**src/core/pcipm_pkg.sv**
```systemverilog
// Purpose: Shared constants and types for the power-management capability
//          and quadlet swap register block
// Assumes: Byte offsets within the PCI configuration header, 8-bit address
// Notes:   Capability values are fixed; only the swap bit is writable

package pcipm_pkg;

  // ==========================================================
  // Widths
  localparam int PCIPM_ADDR_W  = 8;
  localparam int PCIPM_DATA_W  = 32;
  localparam int PCIPM_BE_W    = 4;
  localparam int PCIPM_DWORD_LSB = 2;

  // ==========================================================
  // Configuration offsets (byte addresses)
  localparam logic [7:0] PCIPM_CAP_PTR_OFS   = 8'h34;
  localparam logic [7:0] PCIPM_SWAP_CTRL_OFS = 8'h40;
  localparam logic [7:0] PCIPM_CAP_HDR_OFS   = 8'h44;
  localparam logic [7:0] PCIPM_PM_CAPS_OFS   = 8'h46;

  // ==========================================================
  // Fixed register contents
  localparam logic [7:0]  PCIPM_CAP_PTR_VAL   = 8'h44;
  localparam logic [7:0]  PCIPM_CAPABILITY_CODE = 8'h01;
  localparam logic [7:0]  PCIPM_NEXT_ITEM     = 8'h00;
  localparam logic [2:0]  PCIPM_SPEC_REVISION = 3'h2;
  localparam logic [15:0] PCIPM_HDR_RESET     = 16'h0001;
  localparam logic [15:0] PCIPM_CAPS_RESET    = 16'h7e02;

  // ==========================================================
  // Swap control field layout and reset
  localparam int          PCIPM_SWAP_BIT   = 0;
  localparam logic        PCIPM_SWAP_RESET = 1'b0;
  localparam logic [30:0] PCIPM_SWAP_RSVD  = 31'h0;

  // ==========================================================
  // Power-management capabilities layout
  typedef struct packed {
    logic       wake_from_cold_off;
    logic       wake_from_hot_off;
    logic       wake_from_state_two;
    logic       wake_from_state_one;
    logic       wake_from_full_on;
    logic       state_two_supported;
    logic       state_one_supported;
    logic       dynamic_power_reporting;
    logic [1:0] reserved;
    logic       extra_init_needed;
    logic       auxiliary_supply_need;
    logic       wake_needs_bus_clock;
    logic [2:0] power_spec_revision;
  } pcipm_caps_t;

  localparam pcipm_caps_t PCIPM_CAPS_VAL = '{
    wake_from_cold_off:      1'b0,
    wake_from_hot_off:       1'b1,
    wake_from_state_two:     1'b1,
    wake_from_state_one:     1'b1,
    wake_from_full_on:       1'b1,
    state_two_supported:     1'b1,
    state_one_supported:     1'b1,
    dynamic_power_reporting: 1'b0,
    reserved:                2'h0,
    extra_init_needed:       1'b0,
    auxiliary_supply_need:   1'b0,
    wake_needs_bus_clock:    1'b0,
    power_spec_revision:     PCIPM_SPEC_REVISION
  };

  // ==========================================================
  // Carriers
  typedef struct packed {
    logic        valid;
    logic        write;
    logic [7:0]  addr;
    logic [3:0]  be;
    logic [31:0] wdata;
  } pcipm_cfg_req_t;

  typedef struct packed {
    logic [31:0] data;
    logic [3:0]  be;
  } pcipm_quad_t;

  // ==========================================================
  // Answer states
  typedef enum logic [1:0] {
    PCIPM_ST_IDLE   = 2'b01,
    PCIPM_ST_ANSWER = 2'b10
  } pcipm_state_t;

endpackage

```
**src/core/pcipm_swap.sv**
```systemverilog
// Purpose: Byte-order reversal of one quadlet and its byte enables
// Assumes: Combinational, used on both transfer directions
// Notes:   Pass-through when swap_en is low

`timescale 1ns/10ps
`default_nettype none

module pcipm_swap
  import pcipm_pkg::*;
(
  // Control
  input  wire logic        swap_en,
  // Quadlet
  input  wire pcipm_quad_t quad_in,
  output pcipm_quad_t      quad_out
);

  // ==========================================================
  // Lane exchange
  function automatic logic [31:0] pcipm_rev_data(input logic [31:0] d);
    pcipm_rev_data = {d[7:0], d[15:8], d[23:16], d[31:24]};
  endfunction

  function automatic logic [3:0] pcipm_rev_be(input logic [3:0] b);
    pcipm_rev_be = {b[0], b[1], b[2], b[3]};
  endfunction

  always_comb
  begin
    if (swap_en)
    begin
      quad_out.data = pcipm_rev_data(quad_in.data);
      quad_out.be   = pcipm_rev_be(quad_in.be);
    end
    else
    begin
      quad_out = quad_in;
    end
  end

endmodule

`default_nettype wire

```
**src/core/pcipm_regs.sv**
```systemverilog
// Purpose: Power-management capability registers and quadlet swap control
// Assumes: Single PCI clock domain, synchronous active-high reset,
//          configuration requests and serial memory load from same clock
// Notes:   Config reads are never swapped; data-path quadlets are

`timescale 1ns/10ps
`default_nettype none

// Summary of operation
// - Swap bit reverses every quadlet, both directions
// - Swap register bits above zero read zero
// - Read-only capability item at 44h and 46h
// - Capability header low byte reads 01h
// - Next-item pointer reads 00h
// - Capabilities bit 15 reads zero
// - Capabilities bits 14 to 11 read one
// - Capabilities bits 10 and 9 read one
// - Capabilities bit 8 reads zero
// - Capabilities bits 7 and 6 read zero
// - Capabilities bit 5 reads zero
// - Capabilities bit 4 reads zero
// - Capabilities bit 3 reads zero
// - Capabilities bits 2 to 0 read 010b
// - Capability pointer at 34h reads 44h
// - Swap bit loaded from serial memory
module pcipm_regs
  import pcipm_pkg::*;
(
  // Clock and reset
  input  wire logic           ref_clk,
  input  wire logic           sys_rst,
  // Configuration access
  input  wire pcipm_cfg_req_t cfg_req,
  output logic [31:0]         cfg_rdata,
  output logic                cfg_ack,
  // Serial configuration memory load
  input  wire logic           rom_load_valid,
  input  wire logic           rom_swap_value,
  // Quadlets from PCI towards the core
  input  wire pcipm_quad_t    pci_in,
  input  wire logic           pci_in_valid,
  output pcipm_quad_t         core_out,
  output logic                core_out_valid,
  // Quadlets from the core towards PCI
  input  wire pcipm_quad_t    core_in,
  input  wire logic           core_in_valid,
  output pcipm_quad_t         pci_out,
  output logic                pci_out_valid,
  // Status
  output logic                swap_active
);

  // ==========================================================
  // Address decode
  function automatic logic pcipm_hit(input logic [7:0] a, input logic [7:0] ofs);
    pcipm_hit = (a[7:PCIPM_DWORD_LSB] == ofs[7:PCIPM_DWORD_LSB]);
  endfunction

  // ==========================================================
  // Read value of one configuration dword
  function automatic logic [31:0] pcipm_read(input logic [7:0] a, input logic sw);
    logic [31:0] v;
    v = 32'h0;
    if (pcipm_hit(a, PCIPM_CAP_PTR_OFS))
      v = {24'h0, PCIPM_CAP_PTR_VAL};
    else if (pcipm_hit(a, PCIPM_SWAP_CTRL_OFS))
      v = {PCIPM_SWAP_RSVD, sw};
    else if (pcipm_hit(a, PCIPM_CAP_HDR_OFS))
      // wake from hot, two, one, on
      v = {PCIPM_CAPS_VAL, PCIPM_NEXT_ITEM, PCIPM_CAPABILITY_CODE};
    pcipm_read = v;
  endfunction

  // ==========================================================
  // Configuration answer and swap bit
  pcipm_state_t state;
  pcipm_state_t next_state;
  logic         swap_bit;
  logic         next_swap_bit;
  logic [31:0]  next_cfg_rdata;
  logic         next_cfg_ack;

  always_comb
  begin
    next_state     = state;
    next_swap_bit  = swap_bit;
    next_cfg_rdata = cfg_rdata;
    next_cfg_ack   = 1'b0;
    case (state)
      PCIPM_ST_IDLE:
      begin
        if (cfg_req.valid)
        begin
          next_state   = PCIPM_ST_ANSWER;
          next_cfg_ack = 1'b1;
          if (cfg_req.write)
          begin
            next_cfg_rdata = 32'h0;
            if (pcipm_hit(cfg_req.addr, PCIPM_SWAP_CTRL_OFS) && cfg_req.be[0])
              next_swap_bit = cfg_req.wdata[PCIPM_SWAP_BIT];
          end
          else
          begin
            next_cfg_rdata = pcipm_read(cfg_req.addr, swap_bit);
          end
        end
      end
      PCIPM_ST_ANSWER:
      begin
        next_state = PCIPM_ST_IDLE;
      end
      default:
      begin
        next_state = PCIPM_ST_IDLE;
      end
    endcase
    if (rom_load_valid)
      next_swap_bit = rom_swap_value;
  end

  always_ff @(posedge ref_clk)
  begin
    if (sys_rst)
    begin
      state     <= PCIPM_ST_IDLE;
      swap_bit  <= PCIPM_SWAP_RESET;
      cfg_rdata <= 32'h0;
      cfg_ack   <= 1'b0;
    end
    else
    begin
      state     <= next_state;
      swap_bit  <= next_swap_bit;
      cfg_rdata <= next_cfg_rdata;
      cfg_ack   <= next_cfg_ack;
    end
  end

  // ==========================================================
  // Quadlet data path
  pcipm_quad_t swapped_in;
  pcipm_quad_t swapped_out;

  pcipm_swap u_swap_in
  (
    .swap_en  (swap_bit),
    .quad_in  (pci_in),
    .quad_out (swapped_in)
  );

  pcipm_swap u_swap_out
  (
    .swap_en  (swap_bit),
    .quad_in  (core_in),
    .quad_out (swapped_out)
  );

  pcipm_quad_t next_core_out;
  pcipm_quad_t next_pci_out;
  logic        next_core_out_valid;
  logic        next_pci_out_valid;

  always_comb
  begin
    next_core_out       = pci_in_valid ? swapped_in : core_out;
    next_pci_out        = core_in_valid ? swapped_out : pci_out;
    next_core_out_valid = pci_in_valid;
    next_pci_out_valid  = core_in_valid;
  end

  always_ff @(posedge ref_clk)
  begin
    if (sys_rst)
    begin
      core_out       <= '0;
      pci_out        <= '0;
      core_out_valid <= 1'b0;
      pci_out_valid  <= 1'b0;
      swap_active    <= PCIPM_SWAP_RESET;
    end
    else
    begin
      core_out       <= next_core_out;
      pci_out        <= next_pci_out;
      core_out_valid <= next_core_out_valid;
      pci_out_valid  <= next_pci_out_valid;
      swap_active    <= next_swap_bit;
    end
  end

endmodule

`default_nettype wire

```
**config.mk**
```make
export PLATFORM = sky130hd
export DESIGN_NAME = pcipm_regs
export DESIGN_NICKNAME = d
export VERILOG_FILES = /design/src/core/pcipm_pkg.sv /design/src/core/pcipm_swap.sv /design/src/core/pcipm_regs.sv
export SDC_FILE = /design/constraint.sdc
export NUM_CORES = 1
export LEC_CHECK = 0
export ABC_AREA = 1
export BUFFER_PORTS_ARGS = -buffer_cell sky130_fd_sc_hd__buf_4
export CAP_MARGIN = 20
export CELL_PAD_IN_SITES_DETAIL_PLACEMENT = 1
export CELL_PAD_IN_SITES_GLOBAL_PLACEMENT = 1
export CORE_UTILIZATION = 26
export CTS_BUF_LIST = sky130_fd_sc_hd__clkbuf_16
export CTS_CLUSTER_DIAMETER = 150
export CTS_CLUSTER_SIZE = 8
export DETAILED_ROUTE_END_ITERATION = 8
export GPL_ROUTABILITY_DRIVEN = 0
export GPL_TIMING_DRIVEN = 0
export PLACE_DENSITY_LB_ADDON = 0.1
export SYNTH_ARGS = -nofsm -noshare
export SYNTH_HDL_FRONTEND = slang
export SYNTH_SLANG_ARGS = --single-unit
```
**constraint.sdc**
```tcl
create_clock -name ref_clk -period 0.9 [get_ports ref_clk]
set_input_delay 0.18 -clock ref_clk [delete_from_list [all_inputs] [get_ports ref_clk]]
set_output_delay 0.18 -clock ref_clk [all_outputs]
set_load 0.02 [all_outputs]
```
==> impl_metrics.csv <==
group,metric,value,unit
timing,setup_viol,161,
global_route,grt_pass1_wl,23710,um
die,core,13930,sq um
critical_path,slowest_delay,0.35,ns
timing,period_needed,1.147,ns
timing,rsz0062_at_grt,"yes",
drt,antenna_left,0,
timing,post-route-period-util,1.275,
power_and_ir_drop,switching_share,0.3142,
die,num_rows,43,
critical_path,slowest_stage,"dfxtp_4",
critical_path,path_class,"reg -> reg",
power_and_ir_drop,pwr-share-seq,0.391,
cts,clock-root-buffer,"clkbuf_16",
synthesis,ys.flop_type,"dfxtp_1",
critical_path,cp.arrival,1.36,ns
drt,vias,4308,
timing,max_freq,871.5,MHz
synthesis,syn_inst,486,
die,ios,232,
final_layout,drive_gt1_frac,0.6789,
die,fp.dieArea,14780,sq um
final_layout,finalNetCount,828,
synthesis,yosys_warnings,0,
global_route,first_global_vias,4481,
drt,avgRoutedWirePerCell,17.98,um
drt,viasPerCell,4.857,
die,initial_core_util,0.2669,
power_and_ir_drop,switchingPower,3.287,mW
hold_path,hp-class,"in -> reg",
power_and_ir_drop,intPower,7.173,mW
synthesis,ys_ff_latch,81,
synthesis,yosysTopAreaCell,"dfxtp_1",
synthesis,yosys.cell_types.count,20,
global_route,grt_overflow,0,
timing,drv_slew,0,
final_layout,fin_util,0.5011,
power_and_ir_drop,comb_power_share,0.300,
synthesis,synth-edff-count,0,
timing,slew_headroom,0.6645,
cts,clk-insertion-delay-late,0.34,ns
power_and_ir_drop,ir_drop,0.0009109,V
critical_path,worstPathMaxFanout,10,
power_and_ir_drop,power.density,1498,nW/um^2
placement,portBuffers,170,
critical_path,crit_family,"flip-flops",
cts,clock_path_buffers,2,
timing,tightest_slew,0.5033,ns
final_layout,syn_to_final_growth,87.79,%
synthesis,synth_common_cells,"a21oi_1 (138), dfxtp_1 (81), nand2_1 (76), o21ai_0 (71), buf_4 (37)",
synthesis,synth_most_common_cell,"a21oi_1",
die,die_h,121.6,um
outcome,violations,"negative setup slack",
drt,route.detailed.drc,0,
placement,dp_hpwl,10680,um
synthesis,synth_top_area_frac,0.4361,
global_route,grt_max_degree,12,
critical_path,worst_setup_path_end_kind,"flop",
flow_run,maxCapViolCount,0,
cts,cts_inserted_buffers,9,
critical_path,cp.required,1.12,ns
power_and_ir_drop,p_clk_frac,0.309,
final_layout,fillers,1619,
placement,preCtsSetupSlack,-0.3129,ns
die,die_w,121.6,um
synthesis,synth-async-reset-ratio,0,
final_layout,antenna_cells,0,
critical_path,crit_buf_inv,2,
global_route,grtUsageTotal,0.2096,
timing,finClkSkew,0.008019,ns
cts,clk_pin_slew,0.06,ns
power_and_ir_drop,power_leakage,3.070,nW
critical_path,critPathLaunchType,"flop",
critical_path,path_cells,"buf_12, clkbuf_4, a21oi_1, a21oi_2",
drt,finalWirelength,15950,um
drt,drt-initial-drc-count,254,
outcome,status,"finished with violations",
power_and_ir_drop,total_power,10.46,mW
synthesis,syn_area_per_cell,7.651,sq um
synthesis,yosysSeqAreaShare,0.4361,
timing,finalHoldViolCount,0,
global_route,antenna_found_initial,0,
cts,h-tree-depth,3,
synthesis,syn_area,3719,sq um
timing,fin_ws,-0.2474,ns
drt,first_pass_iters,4,
cts,cts_num_sinks,81,
synthesis,synthTopCellsByArea,"dfxtp_1 (44%), a21oi_1 (19%), o21ai_0 (9.6%)",
cts,tritoncts,"yes",
## cells in the final DEF (no fill, tap or decap), types with 11 or more instances in the layout
cell,synthesis,layout
a21oi_4,0,20
nand2_2,10,28
o21ai_0,71,71
nor2_1,12,11
buf_6,7,89
dfxtp_2,0,78
a21oi_2,10,71
nand2_1,76,42
nand2_4,0,16
conb_1,1,22
a21oi_1,138,57
buf_12,0,11
buf_4,37,130
clkbuf_16,0,12
## sequential cells by signal, summed over array words and instances, names as in the netlist
signal / cells
core_out: 36
pci_out: 36
cfg_rdata: 3
state: 2
cfg_ack: 1
core_out_valid: 1
pci_out_valid: 1
swap_active: 1
## per-layer routing
metal / routed length, um / part of all wire / track usage / vias to the layer above
li1: - / - / - / 2044
met1: 6498 / 0.41 / 0.2451 / 2103
met2: 8138 / 0.51 / 0.3683 / 141
met3: 1042 / 0.065 / 0.05384 / 20
met4: 271 / 0.017 / 0.07330 / 0
met5: 0 / 0 / 0 / -
## area by class of cell
type	instances	area (sq um)	area share
timing repair buffer	187	1836	0.2629
clock inverter	5	18.77	0.002688
buffer	66	596.8	0.08547
sequential	81	1727	0.2473
multi-input combinational	347	2297	0.3290
inverter	12	57.56	0.008242
clock buffer	9	225.2	0.03225
tap	180	225.2	0.03225
## per-stage QoR
step / instance area, sq um / instances / TNS (ns) / hold slack (ns)
2_1_floorplan: 3810 / 507 / -6.046 / 0.3069
3_3_place_gp: 5311 / 857 / -14.32 / 0.4361
3_5_place_dp: 5311 / 857 / -16.96 / 0.4422
4_1_cts: 6359 / 881 / -21.48 / 0.07301
5_1_grt: 6983 / 887 / -25.63 / 0.09224
6_report: 6983 / 887 / -20.44 / 0.08468
## final timing paths
| check | start | end | slack (ns) | depth (start not counted) |
|---|---|---|---|---|
| worst min register to register | cfg_rdata[0]$_SDFFE_PP0P_ | cfg_rdata[0]$_SDFFE_PP0P_ | 0.48 | 2 |
| worst max-delay path | swap_active$_SDFFE_PP0P_ | core_out[27]$_SDFFE_PP0P_ | -0.25 | 4 |
| worst max register to register | swap_active$_SDFFE_PP0P_ | core_out[27]$_SDFFE_PP0P_ | -0.25 | 4 |
| worst min-delay path | core_in[10] | pci_out[10]$_SDFFE_PP0P_ | 0.08 | 3 |
## worst reg2reg max path: cells and delay by family (launching register included)
family / cells / cell delay [ns]
buf+inv: 2 / 0.34
flops: 1 / 0.35
compound gates: 2 / 0.34
## power groups by stage
stage | sequential, mW | clock, mW | combinational, mW
after floorplan | 4.36 | 0 | 0.931
after global placement | 4.06 | 0 | 2.25
after detailed placement | 4.07 | 0 | 2.29
after CTS | 4.09 | 3.31 | 2.72
after global routing | 4.12 | 3.46 | 3.34
final | 4.09 | 3.23 | 3.14
## cell families (layout without fill, tap and decap cells)
kind of cell,Yosys count,after routing,share of synthesized area
AO/OA/AOI/OAI,220,220,0.3062
other,1,22,0.001008
AND/OR/NAND/NOR,105,105,0.1161
flip-flops,81,81,0.4361
buffers and inverters,79,279,0.1406
## timing repair
action / in CTS / in global routing
hold endpoints to repair: 0 / 0
endpoints found under the setup margin: 161 / 162
setup buffers: 8 / 5
resized for setup: 239 / 134
hold buffers: 0 / 0
pin swaps: 5 / 18
gates cloned: 2 / 3
Note: power is estimated with default switching activity, not from simulation.
